--- src/shared/dosel_regs.vh ---
`ifndef DOSEL_REGS_VH
`define DOSEL_REGS_VH
// register indices (word addresses on the plain port)
`define DOSEL_A_LEVEL      4'h0
`define DOSEL_A_BAND       4'h1
`define DOSEL_A_TRSEL      4'h2
`define DOSEL_A_RLSEL      4'h3
`define DOSEL_A_FMASK      4'h4
`define DOSEL_A_ROUTE      4'h5
`define DOSEL_A_POL        4'h6
`define DOSEL_A_TRON       4'h7
`define DOSEL_A_TROFF      4'h8
`define DOSEL_A_RLON       4'h9
`define DOSEL_A_RLOFF      4'hA
`define DOSEL_A_MAXF       4'hB
`define DOSEL_A_FANPOL     4'hC
`define DOSEL_A_STATUS     4'hD
// reset values, frequency in 0.01 Hz
`define DOSEL_RST_LEVEL    16'h0BB8
`define DOSEL_RST_BAND     16'h03E8
`define DOSEL_RST_MAXF     16'h1770
`define DOSEL_RST_TRSEL    5'h0C
`define DOSEL_RST_RLSEL    5'h11
`define DOSEL_RST_FMASK    3'h2
`define DOSEL_FREQ_LIMIT   16'h9C40
`define DOSEL_DELAY_LIMIT  7'h64
// selection codes
`define DOSEL_SEL_FAULT    5'h11
// timing: 100 ms tick at 100 MHz, link timeout in ms
`define DOSEL_TICK_NS      100000000
`define DOSEL_CLK_NS       10
`define DOSEL_TICK_CYC     (`DOSEL_TICK_NS / `DOSEL_CLK_NS)
`define DOSEL_LINK_TO_MS   1000
`define DOSEL_LINK_TO_TICK (`DOSEL_LINK_TO_MS / 100)
`endif

--- src/core/dosel_output_select.v ---
// The register addresses and the address-and-strobe port are this design's own decisions.
`timescale 1ns/1ns
`default_nettype none
`include "dosel_regs.vh"
module dosel_output_select #(
    parameter TICK_CYC = `DOSEL_TICK_CYC, // cycles per 100 ms
    parameter LINK_TO_TICK = `DOSEL_LINK_TO_TICK // link timeout ticks
) (
    input wire mclk,
    input wire resetn,
    // register port
    input wire [3:0] regAddr,
    input wire [15:0] regWdata,
    input wire regWr,
    input wire regRd,
    output reg [15:0] regRdata,
    // drive state from same clock domain
    input wire [15:0] setFreq, // commanded frequency, 0.01 Hz
    input wire [15:0] runFreq, // actual output frequency, 0.01 Hz
    input wire accelerating,
    input wire decelerating,
    input wire constSpeed,
    input wire runCmd,
    input wire outVoltNonzero,
    input wire motorOverloadFlag,
    input wire driveOverloadFlag,
    input wire stallFlag,
    input wire overVoltTrip,
    input wire lowVoltTrip,
    input wire heatsinkHotFlag,
    input wire analogLoss,
    input wire serialLoss,
    input wire speedSearch,
    input wire runWait,
    input wire otherTrip, // any trip besides low voltage
    input wire fanFault,
    input wire restartPending, // auto restart count in use
    input wire keypadLinkOk, // comm good strobe/level from keypad link
    // contacts
    output reg transistorOutput,
    output reg relayOutput
);
    // -----------------------------------------------------------
    // reset release
    // -----------------------------------------------------------
    reg rstSync1_r;
    reg rstSync2_r;
    wire rstn;
    always @(posedge mclk or negedge resetn) begin
        if (!resetn) begin
            rstSync1_r <= 1'b0;
            rstSync2_r <= 1'b0;
        end else begin
            rstSync1_r <= 1'b1;
            rstSync2_r <= rstSync1_r;
        end
    end
    assign rstn = rstSync2_r;

    // -----------------------------------------------------------
    // settings
    // -----------------------------------------------------------
    reg [15:0] detectLevel_r; // detect_level_setting
    reg [15:0] detectBand_r; // detect_bandwidth_setting
    reg [15:0] maxFreq_r; // max_frequency_setting
    reg [4:0] trSel_r; // transistor_source_select
    reg [4:0] rlSel_r; // relay_source_select
    reg [2:0] faultMask_r; // fault_mask_setting
    reg [1:0] linkRoute_r; // link_error_routing
    reg polarity_r; // contact_polarity_select
    reg [6:0] trOn_r; // delays in 0.1 s units
    reg [6:0] trOff_r;
    reg [6:0] rlOn_r;
    reg [6:0] rlOff_r;
    reg fanPolicy_r; // fan_fault_policy, 0 keeps running
    reg rejected_r; // last write refused, sticky until next write

    wire running;
    wire freqOk;
    wire delayOk;
    assign running = runCmd | outVoltNonzero;
    // frequency writes above the cap or the top are refused
    assign freqOk = (regWdata <= `DOSEL_FREQ_LIMIT) &&
                    (regWdata <= maxFreq_r);
    // delays are refused above 10 s or while running
    assign delayOk = (regWdata <= {9'h000, `DOSEL_DELAY_LIMIT}) &&
                     !running;

    // settings writes; one write per strobe
    always @(posedge mclk or negedge rstn) begin
        if (!rstn) begin
            detectLevel_r <= `DOSEL_RST_LEVEL;
            detectBand_r <= `DOSEL_RST_BAND;
            maxFreq_r <= `DOSEL_RST_MAXF;
            trSel_r <= `DOSEL_RST_TRSEL;
            rlSel_r <= `DOSEL_RST_RLSEL;
            faultMask_r <= `DOSEL_RST_FMASK;
            linkRoute_r <= 2'h0;
            polarity_r <= 1'b0;
            trOn_r <= 7'h00;
            trOff_r <= 7'h00;
            rlOn_r <= 7'h00;
            rlOff_r <= 7'h00;
            fanPolicy_r <= 1'b0;
            rejected_r <= 1'b0;
        end else if (regWr) begin
            rejected_r <= 1'b0;
            case (regAddr)
                `DOSEL_A_LEVEL: begin
                    if (freqOk) detectLevel_r <= regWdata;
                    else rejected_r <= 1'b1;
                end
                `DOSEL_A_BAND: begin
                    if (freqOk) detectBand_r <= regWdata;
                    else rejected_r <= 1'b1;
                end
                `DOSEL_A_MAXF: begin
                    if (regWdata <= `DOSEL_FREQ_LIMIT) maxFreq_r <= regWdata;
                    else rejected_r <= 1'b1;
                end
                `DOSEL_A_TRSEL: begin
                    if (regWdata <= 16'h0012) trSel_r <= regWdata[4:0];
                    else rejected_r <= 1'b1;
                end
                `DOSEL_A_RLSEL: begin
                    if (regWdata <= 16'h0012) rlSel_r <= regWdata[4:0];
                    else rejected_r <= 1'b1;
                end
                `DOSEL_A_FMASK: faultMask_r <= regWdata[2:0];
                `DOSEL_A_ROUTE: begin
                    if (regWdata <= 16'h0003) linkRoute_r <= regWdata[1:0];
                    else rejected_r <= 1'b1;
                end
                `DOSEL_A_POL: polarity_r <= regWdata[0];
                `DOSEL_A_FANPOL: fanPolicy_r <= regWdata[0];
                `DOSEL_A_TRON: begin
                    if (delayOk) trOn_r <= regWdata[6:0];
                    else rejected_r <= 1'b1;
                end
                `DOSEL_A_TROFF: begin
                    if (delayOk) trOff_r <= regWdata[6:0];
                    else rejected_r <= 1'b1;
                end
                `DOSEL_A_RLON: begin
                    if (delayOk) rlOn_r <= regWdata[6:0];
                    else rejected_r <= 1'b1;
                end
                `DOSEL_A_RLOFF: begin
                    if (delayOk) rlOff_r <= regWdata[6:0];
                    else rejected_r <= 1'b1;
                end
                default: rejected_r <= 1'b1; // unmapped or read-only
            endcase
        end
    end

    // -----------------------------------------------------------
    // frequency detection
    // -----------------------------------------------------------
    // absolute difference, used for detect 1 and detect 3
    function [15:0] absDiff;
        input [15:0] a;
        input [15:0] b;
        begin
            absDiff = (a > b) ? (a - b) : (b - a);
        end
    endfunction

    wire [15:0] halfBand;
    wire [15:0] lowEdge;
    wire det1;
    wire det2;
    wire det3;
    reg det4_r; // hysteresis state
    assign halfBand = {1'b0, detectBand_r[15:1]};
    assign lowEdge = (detectLevel_r > halfBand) ?
                     (detectLevel_r - halfBand) : 16'h0000;
    assign det1 = absDiff(setFreq, runFreq) <= halfBand;
    assign det2 = (setFreq == detectLevel_r) && det1;
    assign det3 = absDiff(detectLevel_r, runFreq) <= halfBand;

    // detect 4: set at level unless decelerating, held above low edge
    always @(posedge mclk or negedge rstn) begin
        if (!rstn) begin
            det4_r <= 1'b0;
        end else if (runFreq >= detectLevel_r && !decelerating) begin
            det4_r <= 1'b1;
        end else if (runFreq <= lowEdge) begin
            det4_r <= 1'b0;
        end
    end

    // -----------------------------------------------------------
    // keypad link watchdog
    // -----------------------------------------------------------
    reg linkSync1_r;
    reg linkSync2_r;
    reg [15:0] linkCnt_r; // ticks without good comm
    reg linkErr_r;
    reg [31:0] tickCnt_r;
    reg tick_r; // one-cycle 100 ms enable
    always @(posedge mclk or negedge rstn) begin
        if (!rstn) begin
            linkSync1_r <= 1'b0;
            linkSync2_r <= 1'b0;
        end else begin
            linkSync1_r <= keypadLinkOk;
            linkSync2_r <= linkSync1_r;
        end
    end

    // 100 ms tick divider for the delays and the watchdog
    always @(posedge mclk or negedge rstn) begin
        if (!rstn) begin
            tickCnt_r <= 32'h00000000;
            tick_r <= 1'b0;
        end else if (tickCnt_r >= TICK_CYC - 1) begin
            tickCnt_r <= 32'h00000000;
            tick_r <= 1'b1;
        end else begin
            tickCnt_r <= tickCnt_r + 32'h00000001;
            tick_r <= 1'b0;
        end
    end

    // error only after a continuous failure of the fixed timeout
    always @(posedge mclk or negedge rstn) begin
        if (!rstn) begin
            linkCnt_r <= 16'h0000;
            linkErr_r <= 1'b0;
        end else if (linkSync2_r) begin
            linkCnt_r <= 16'h0000;
            linkErr_r <= 1'b0;
        end else if (linkCnt_r >= LINK_TO_TICK) begin
            linkErr_r <= 1'b1;
        end else if (tick_r) begin
            linkCnt_r <= linkCnt_r + 16'h0001;
        end
    end

    // -----------------------------------------------------------
    // source selection
    // -----------------------------------------------------------
    wire faultOut;
    // bit0 low voltage, bit1 other trips, bit2 while restarting
    assign faultOut = (faultMask_r[0] & lowVoltTrip) |
                      (faultMask_r[1] & otherTrip) |
                      (faultMask_r[2] & restartPending &
                       (lowVoltTrip | otherTrip));

    // one selector serves both contacts
    function pickSource;
        input [4:0] sel;
        begin
            case (sel)
                5'h00: pickSource = det1;
                5'h01: pickSource = det2;
                5'h02: pickSource = det3;
                5'h03: pickSource = det4_r;
                5'h04: pickSource = ~det4_r;
                5'h05: pickSource = motorOverloadFlag;
                5'h06: pickSource = driveOverloadFlag;
                5'h07: pickSource = stallFlag;
                5'h08: pickSource = overVoltTrip;
                5'h09: pickSource = lowVoltTrip;
                5'h0A: pickSource = heatsinkHotFlag;
                5'h0B: pickSource = analogLoss | serialLoss;
                5'h0C: pickSource = runCmd & outVoltNonzero;
                5'h0D: pickSource = ~runCmd & ~outVoltNonzero &
                                    (runFreq == 16'h0000);
                5'h0E: pickSource = constSpeed;
                5'h0F: pickSource = speedSearch;
                5'h10: pickSource = runWait;
                5'h11: pickSource = faultOut;
                5'h12: pickSource = fanFault & ~fanPolicy_r;
                default: pickSource = 1'b0;
            endcase
        end
    endfunction

    wire trRaw;
    wire rlRaw;
    wire trDelayed;
    wire rlDelayed;
    assign trRaw = pickSource(trSel_r) | (linkRoute_r[0] & linkErr_r);
    assign rlRaw = pickSource(rlSel_r) | (linkRoute_r[1] & linkErr_r);
    // link error routing above

    dosel_delay u_trDelay (
        .mclk(mclk),
        .rstn(rstn),
        .tick(tick_r),
        .din(trRaw),
        .onDelay(trOn_r),
        .offDelay(trOff_r),
        .dout(trDelayed)
    );

    dosel_delay u_rlDelay (
        .mclk(mclk),
        .rstn(rstn),
        .tick(tick_r),
        .din(rlRaw),
        .onDelay(rlOn_r),
        .offDelay(rlOff_r),
        .dout(rlDelayed)
    );

    // -----------------------------------------------------------
    // outputs and read port
    // -----------------------------------------------------------
    // polarity applies to the transistor only; relay has both contacts
    always @(posedge mclk or negedge rstn) begin
        if (!rstn) begin
            transistorOutput <= 1'b0;
            relayOutput <= 1'b0;
        end else begin
            transistorOutput <= trDelayed ^ polarity_r;
            relayOutput <= rlDelayed;
        end
    end

    // read data appear the cycle after the strobe only
    always @(posedge mclk or negedge rstn) begin
        if (!rstn) begin
            regRdata <= 16'h0000;
        end else if (regRd) begin
            case (regAddr)
                `DOSEL_A_LEVEL: regRdata <= detectLevel_r;
                `DOSEL_A_BAND: regRdata <= detectBand_r;
                `DOSEL_A_TRSEL: regRdata <= {11'h000, trSel_r};
                `DOSEL_A_RLSEL: regRdata <= {11'h000, rlSel_r};
                `DOSEL_A_FMASK: regRdata <= {13'h0000, faultMask_r};
                `DOSEL_A_ROUTE: regRdata <= {14'h0000, linkRoute_r};
                `DOSEL_A_POL: regRdata <= {15'h0000, polarity_r};
                `DOSEL_A_TRON: regRdata <= {9'h000, trOn_r};
                `DOSEL_A_TROFF: regRdata <= {9'h000, trOff_r};
                `DOSEL_A_RLON: regRdata <= {9'h000, rlOn_r};
                `DOSEL_A_RLOFF: regRdata <= {9'h000, rlOff_r};
                `DOSEL_A_MAXF: regRdata <= maxFreq_r;
                `DOSEL_A_FANPOL: regRdata <= {15'h0000, fanPolicy_r};
                `DOSEL_A_STATUS: regRdata <= {9'h000, rejected_r,
                    linkErr_r, det4_r, det3, det1, rlDelayed, trDelayed};
                default: regRdata <= 16'h0000;
            endcase
        end else begin
            regRdata <= 16'h0000;
        end
    end
endmodule // dosel_output_select
`default_nettype wire

--- src/core/dosel_delay.v ---
`timescale 1ns/1ns
`default_nettype none
// on/off delay filter for one contact; tick is a 100 ms enable
module dosel_delay (
    input wire mclk,
    input wire rstn,
    input wire tick,
    input wire din,
    input wire [6:0] onDelay,
    input wire [6:0] offDelay,
    output reg dout
);
    reg [6:0] cnt_r; // ticks spent with din differing from dout

    // -----------------------------------------------------------
    // filter
    // -----------------------------------------------------------
    // a pulse shorter than its delay restarts the count and is lost
    always @(posedge mclk or negedge rstn) begin
        if (!rstn) begin
            dout <= 1'b0;
            cnt_r <= 7'h00;
        end else if (din == dout) begin
            cnt_r <= 7'h00;
        end else if ((din ? onDelay : offDelay) <= cnt_r) begin
            dout <= din;
            cnt_r <= 7'h00;
        end else if (tick) begin
            cnt_r <= cnt_r + 7'h01;
        end
    end
endmodule // dosel_delay
`default_nettype wire

--- config.mk ---
export PLATFORM = sky130hd
export DESIGN_NAME = dosel_output_select
export DESIGN_NICKNAME = d
export VERILOG_FILES = /design/src/core/dosel_output_select.v /design/src/core/dosel_delay.v
export VERILOG_INCLUDE_DIRS = /design/src /design/src/shared
export SDC_FILE = /design/constraint.sdc
export NUM_CORES = 1
export LEC_CHECK = 0
export BUFFER_PORTS_ARGS = -buffer_cell sky130_fd_sc_hd__buf_2
export CAP_MARGIN = 10
export CELL_PAD_IN_SITES_DETAIL_PLACEMENT = 2
export CELL_PAD_IN_SITES_GLOBAL_PLACEMENT = 2
export CORE_ASPECT_RATIO = 1.75
export CORE_MARGIN = 4
export CORE_UTILIZATION = 43
export CTS_CLUSTER_SIZE = 20
export DETAILED_ROUTE_END_ITERATION = 12
export PLACE_DENSITY = 0.93
export SLEW_MARGIN = 25
export SYNTH_ARGS = -nofsm -noshare
export SYNTH_HDL_FRONTEND = slang
export SYNTH_SLANG_ARGS = --single-unit
--- constraint.sdc ---
create_clock -name mclk -period 10.2 [get_ports mclk]
set_input_delay 0.51 -clock mclk [delete_from_list [all_inputs] [get_ports mclk]]
set_output_delay 0.51 -clock mclk [all_outputs]
set_load 0.02 [all_outputs]
== After elaboration in Yosys (flattened, before gate mapping) ==
Index checks and enable logic that the tools add are counted.

* Mux-type cells: 30
* Add/sub/neg operators: 9
* Bitwise operators: 24
* $lt $le $gt $ge: 16
* Equal/unequal tests: 53
* Reduce and logical (&&, ||, !) cells: 35

{| class="wikitable"
|+ Operators with widths
! cell !! count
|-
| 16-bit one-hot mux with 14 select lines || 1
|-
| 16-bit 2-to-1 mux || 7
|-
| 5-bit by 4-bit == test with 1-bit output (second input constant) || 16
|-
| 16-bit subtractor || 4
|-
| 7-bit 2-to-1 mux || 8
|-
| 5-bit by 3-bit == test with 1-bit output (second input constant) || 8
|-
| 1-bit one-hot mux with 19 select lines || 2
|-
| 32-bit by 1-bit adder with 32-bit output (second input constant) || 1
|-
| 32-bit by 24-bit >= comparator with 1-bit output (second input constant) || 1
|-
| 16-bit greater-than comparator || 2
|-
| 16-bit by 15-bit less-or-equal comparator with 1-bit output || 2
|-
| 16-bit less-or-equal comparator || 2
|-
| 32-bit 2-to-1 mux || 1
|-
| 5-bit == test (second input constant) || 6
|-
| 3-bit AND reduction || 10
|-
| 4-bit == test (second input constant) || 6
|-
| 5-bit by 2-bit == test with 1-bit output (second input constant) || 4
|-
| 16-bit by 1-bit adder with 16-bit output (second input constant) || 1
|-
| 16-bit == test || 1
|-
| 4-bit by 3-bit == test with 1-bit output (second input constant) || 4
|-
| 16-bit >= comparator || 1
|-
| 16-bit by 4-bit >= comparator with 1-bit output (second input constant) || 1
|-
| 16-bit by 15-bit greater-than comparator with 1-bit output || 1
|-
| 16-bit less-or-equal comparator (second input constant) || 1
|-
| 28 further kinds || 76
|}

* Output and inout bits: 18
* Word-level logic and storage cells: 197
* Input bits: 75
* Register bits: 183

== Longest topological paths before layout ==
* Depth in word-level cells: 10
* Depth in mapped cells: 34
* Gate-level depth less buffers: 31

== Hierarchy ==
Synthesis repeated with hierarchy kept, for this count alone.

* Cell total of the unflattened synthesis: 1,571
* Area, all modules: 14,480.1 µm²

{| class="wikitable"
|+ Modules (own cells, without submodules)
! module !! seq. area each (µm²) !! area an instance (µm²) !! cells an instance !! times used
|-
| dosel_output_select || 4,210.3 || 13,161.4 || 1,437 || 1
|-
| dosel_delay || 200.2 || 659.4 || 67 || 2
|}

== Worst setup path before layout ==
Ideal clock, no wire load.

* Kind: input port to flip-flop
* Start: input port runFreq[0]
* End: register u_trDelay.dout
* Path slack: 3.468 ns
* Setup time: 0.134 ns
* Arrival time: 6.598 ns
* Data required time: 10.066 ns
* Stages on the path: 27
* Path buffers: 4
* Path through: ha_1 > inv_1 > fa_1 > a21oi_1 > o21ai_0 > a2111oi_0 > a21oi_1 > o211ai_1 > buf_2 > clkbuf_1 > mux2_2 > xor2_1 > ha_1 > nand4_1 > or3_1 > o221ai_1 > o21ai_0 > a31oi_2 > buf_4 > mux2_1 > ha_1 > a21o_1 > a21o_1 > a211oi_1 > nor2_1 > clkbuf_1 > mux2i_1

* Longest elaborated chain between the ends: 9
* Elaborated cells on any way between the ends: 20
* Classes of those cells: 4 x add/sub; 5 x order compare; 1 x eq/ne; 4 x mux; 3 x bitwise; 3 x reduce/logical

{| class="wikitable"
|+ RTL lines
! item !! line !! text
|-
| start, declared || dosel_output_select.v:19 || <nowiki>input wire [15:0] runFreq,</nowiki>
|-
| 16-bit subtractor / 16-bit greater-than comparator (equally long branches) || dosel_output_select.v:165 || <nowiki>absDiff = (a > b) ? (a - b) : (b - a);</nowiki>
|-
| 16-bit 2-to-1 mux || dosel_output_select.v:165 ||
|-
| 16-bit by 15-bit less-or-equal comparator with 1-bit output || dosel_output_select.v:178 || <nowiki>assign det1 = absDiff(setFreq, runFreq) <= halfBand;</nowiki>
|-
| 1-bit logical AND || dosel_output_select.v:179 || <nowiki>assign det2 = (setFreq == detectLevel_r) && det1;</nowiki>
|-
| 1-bit one-hot mux with 19 select lines * || dosel_output_select.v:255 || <nowiki>case (sel)</nowiki>
|-
| 1-bit bitwise OR * || dosel_output_select.v:285 || <nowiki>assign trRaw = pickSource(trSel_r) | (linkRoute_r[0] & linkErr_r);</nowiki>
|-
| 7-bit 2-to-1 mux / 1-bit == test (equally long branches) || dosel_delay.v:25, dosel_delay.v:23 ||
|-
| 7-bit less-or-equal comparator / 1-bit NOT (equally long branches) || - ||
|-
| 2-bit AND reduction (no source line) || - ||
|-
| end signal, assigned || dosel_delay.v:26 || <nowiki>dout <= din;</nowiki>
|-
| end, declared || dosel_delay.v:11 || <nowiki>output reg dout</nowiki>
|}

Mark *: on every way between the ends. The rest lies on a longest branch, timed or not.
A chain may end at the register's enable or synchronous reset.

== Worst setup path after layout ==
* Start: register detectLevel_r[0]
* End: register u_trDelay.cnt_r[0]

* Longest elaborated chain between the ends: 9
* Elaborated cells on any way between the ends: 15
* Classes of those cells: 2 x add/sub; 3 x order compare; 2 x eq/ne; 5 x mux; 1 x bitwise; 2 x reduce/logical

{| class="wikitable"
|+ RTL lines
! item !! line !! text
|-
| start, declared || dosel_output_select.v:63 || <nowiki>reg [15:0] detectLevel_r;</nowiki>
|-
| start signal, assigned || dosel_output_select.v:92 || <nowiki>detectLevel_r <= `DOSEL_RST_LEVEL;</nowiki>
|-
| start signal, assigned || dosel_output_select.v:110 || <nowiki>if (freqOk) detectLevel_r <= regWdata;</nowiki>
|-
| 16-bit subtractor / 16-bit greater-than comparator (equally long branches) || dosel_output_select.v:165 ||
|-
| 16-bit 2-to-1 mux || dosel_output_select.v:165 ||
|-
| 16-bit by 15-bit less-or-equal comparator with 1-bit output || dosel_output_select.v:180 || <nowiki>assign det3 = absDiff(detectLevel_r, runFreq) <= halfBand;</nowiki>
|-
| 1-bit one-hot mux with 19 select lines * || dosel_output_select.v:255 ||
|-
| 1-bit bitwise OR * || dosel_output_select.v:285 ||
|-
| 7-bit 2-to-1 mux || dosel_delay.v:25 || <nowiki>end else if ((din ? onDelay : offDelay) <= cnt_r) begin</nowiki>
|-
| 7-bit less-or-equal comparator || dosel_delay.v:25 ||
|-
| 7-bit 2-to-1 mux || dosel_delay.v:25 ||
|-
| 7-bit 2-to-1 mux || dosel_delay.v:23 || <nowiki>end else if (din == dout) begin</nowiki>
|-
| end signal, assigned || dosel_delay.v:29 || <nowiki>cnt_r <= cnt_r + 7'h01;</nowiki>
|-
| end, declared || dosel_delay.v:13 || <nowiki>reg [6:0] cnt_r;</nowiki>
|}

Marked as above.

==> flow_metrics.tcl <==
set metrics [dict create \
    status "completed" \
    area_growth_pct 10.02 \
    grt_first_pass_wirelength_um 100600 \
    route.detailed.wl_per_inst_um 30.64 \
    timing_max_transition_violations_final 0 \
    die_h_um 252.5 \
    clk_path_buf_depth 2 \
    report.final.setup_viol 0 \
    critical_path.slowest_cell "a31oi_2" \
    cts_made_buffers 17 \
    grtUsageTotal 0.3537 \
    grt-ovfl-total 0 \
    grt_setup_unrepaired "no" \
    routed_wire_length_um 65860 \
    fraction_of_layout_cells_with_a_size_suffix_above_1 0.1720 \
    leakage_component_of_the_power_uw 0.007549 \
    gp_congestion 0.9292 \
    worst_slew_margin_rel 0.2883 \
    layout.cells.most_common_list "ha_1 (159), dfrtp_1 (157), inv_1 (127)" \
    grt_antenna_before_repair 3 \
    die_width_um 147.7 \
    worst_setup_hold_path_clk_slew_ns 0.08 \
    core_area_sq_um 33740 \
    first_pass_iters 5 \
    final_period_minus_worst_setup_slack_ns 9.189 \
    route.antenna.remaining_nets 0 \
    finalCritPeriodShare 0.9009 \
    dp_hpwl_um 47980 \
    clock-root-buffer "clkbuf_16" \
    synth_ff_type "dfrtp_1" \
    min_path_cells 1 \
    slowest_delay_ns 0.66 \
    cap_viol_max_count 0 \
    max_clock_freq_mhz 108.8 \
    layout.nets 1918 \
    syn_area_per_cell_sq_um 9.113 \
    drcViolationCount 0 \
    timing.critical_path.mode_cell "a21oi_1" \
    fraction_of_registers_with_async_set_reset 1.000 \
    timing.reg2reg.worst_path_depth 30 \
    vias_in_the_first_global_route 16240 \
    synth_seq_cells 183 \
    die-area_sq_um 37300 \
    least_margin_pin_slew_ns 1.064 \
    setup_total_negative_slack_ns 0 \
    leading_cell_type_in_the_layout_fill_and_taps_excluded "ha_1" \
    initialDrtViolationCount 967 \
    worstPathMaxFanout 20 \
    final_report_hold_violation_count 0 \
    placementRows 89 \
    grt_max_degree 75 \
    ios 93 \
    criticalPathCategory "register to register" \
    worst_vdd_rail_ir_drop_v 0.0001255 \
    fin_hold_ws_ns 0.1517 \
    postCtsResizedCells 0 \
    holdCritPathClass "input port to register" \
    synth.distinct_cells 82 \
    dr_total_vias 13970 \
    avgViaCountPerCell 6.502 \
    insertion_delay_ns 0.46 \
    htreeDepth 4 \
    max_clock_skew_ns 0.01367 \
    cp-start-kind "register" \
    io_buffer_count 91 \
    clock_sink_count 183 \
    required_ns 10.56 \
    setup.worst_path.end_class "register" \
    synth_enable_flop_cells 0 \
    yosys_warnings 0 \
    synthesis.instances 1612 \
    seq_area_frac_synth 0.3139 \
    initial_utilization 0.4354 \
    cts_setup_buffers 0 \
    power.density_cell_area_nw_per_um2 181.1 \
    tritoncts "done" \
    critPathArrivalTime_ns 9.55 \
    netlist_area_pre_place_sq_um 14690 \
]
## layer usage
layer	up-vias	GRT usage	share of wire
li1	5950	-	-
met5	-	0	0
met2	614	0.6475	0.53
met3	354	0.06423	0.045
met4	0	0.3146	0.11
met1	7054	0.3300	0.32
## through the flow
| step | cells | cell area, sq um | power [uW] | utilization | setup slack, ns |
|---|---|---|---|---|---|
| after floorplan | 1619 | 14720 | 1711 | - | 3.468 |
| after global placement | 2114 | 15570 | 2050 | 0.4615 | 1.982 |
| after detailed placement | 2114 | 15570 | 2185 | 0.4615 | 1.468 |
| after CTS | 2147 | 16140 | 2898 | 0.4785 | 1.302 |
| after global routing | 2147 | 16160 | 3066 | 0.4788 | 0.7558 |
| final | 2149 | 16160 | 2926 | 0.4790 | 1.011 |
## worst max-delay path, delay by kind of cell (launching register included)
kind                     cells  cell delay, ns
adder cells (fa/ha/maj)      4            1.32
AO/OA/AOI/OAI               12            3.25
flip-flops                   1            0.50
AND/OR/NAND/NOR              5            1.61
buffers and inverters        5            1.17
multiplexers                 3            0.99
XOR/XNOR                     1            0.24
## path summary, 6_finish.rpt
check,start,endpoint,slack (ns)
min in group asynchronous,rstSync2_r$_DFF_PN0_,rlOn_r[1]$_DFFE_PN0P_,0.31
hold / removal,keypadLinkOk,linkSync1_r$_DFF_PN0_,0.15
setup / recovery,detectLevel_r[0]$_DFFE_PN0P_,u_trDelay.cnt_r[0]$_DFFE_PN0P_,1.01
max in group asynchronous,rstSync2_r$_DFF_PN0_,maxFreq_r[7]$_DFFE_PN0P_,8.73
setup reg to reg,detectLevel_r[0]$_DFFE_PN0P_,u_trDelay.cnt_r[0]$_DFFE_PN0P_,1.01
hold reg to reg,rstSync2_r$_DFF_PN0_,rlOn_r[1]$_DFFE_PN0P_,0.31
## synth_stat cells, types with 8 or more instances
master    count  area share
and3_1       14      0.0060
nand3_1      55       0.019
buf_2         8      0.0027
nor2b_1      29       0.012
o21ai_0      63       0.021
o21bai_1     11      0.0056
ha_1        159        0.14
nor4_1       25       0.011
nand2b_1     15      0.0064
mux2_2      106       0.081
a31oi_1      13      0.0055
a22oi_1      13      0.0066
clkbuf_1     48       0.012
nor3_1       22      0.0075
xnor2_1      40       0.024
nand3b_1     10      0.0051
xor2_1       48       0.029
a211oi_1     12      0.0061
mux2i_1      43       0.029
or3_1        12      0.0051
dfstp_2      25       0.045
nand2_1     103       0.026
o31ai_1       9      0.0046
o21a_1       12      0.0061
nand4_1      42       0.018
inv_1       127       0.032
o211ai_1      9      0.0046
a21o_1       35       0.018
a21oi_1     104       0.035
nor2_1      122       0.031
dfrtp_1     158        0.27
## layout make-up
type	instances	area (sq um)
antenna	2	5.005
sequential	183	4614
inverter	127	476.7
timing repair buffer	106	578.1
clock inverter	14	132.6
fill	3649	17580
tap	455	569.3
multi-input combinational	1244	9356
clock buffer	18	429.2
## sequential cells by signal, summed over array words and instances, names as in the netlist, 2 cells and up
name	cells
rlSel_r	5
trOff_r	7
detectLevel_r	16
linkRoute_r	2
trSel_r	5
maxFreq_r	16
linkCnt_r	16
u_rlDelay.cnt_r	7
u_trDelay.cnt_r	7
rlOff_r	7
faultMask_r	3
detectBand_r	16
tickCnt_r	32
regRdata	16
trOn_r	7
rlOn_r	7
## report_power, final
group	switching, uW	internal (uW)	leakage, uW
sequential	104	797	0.00239
combinational	851	511	0.00489
clock	339	324	0.000275
## repair_timing
action | in CTS | in global routing
setup endpoints to repair | 0 | 0
hold buffers | 1 | 0
hold endpoints to repair | 2 | 0
## cell families (layout without fill, tap and decap cells)
group                    Yosys count  after routing  share of synthesized area
other                              2             11                  0.0005112
flip-flops                       183            183                     0.3139
XOR/XNOR                          88             88                    0.05247
AND/OR/NAND/NOR                  477            477                     0.1624
buffers and inverters            192            265                    0.05178
multiplexers                     156            156                     0.1187
adder cells (fa/ha/maj)          164            164                     0.1422
AO/OA/AOI/OAI                    350            350                     0.1580
Power figures use the tool's default switching activity.
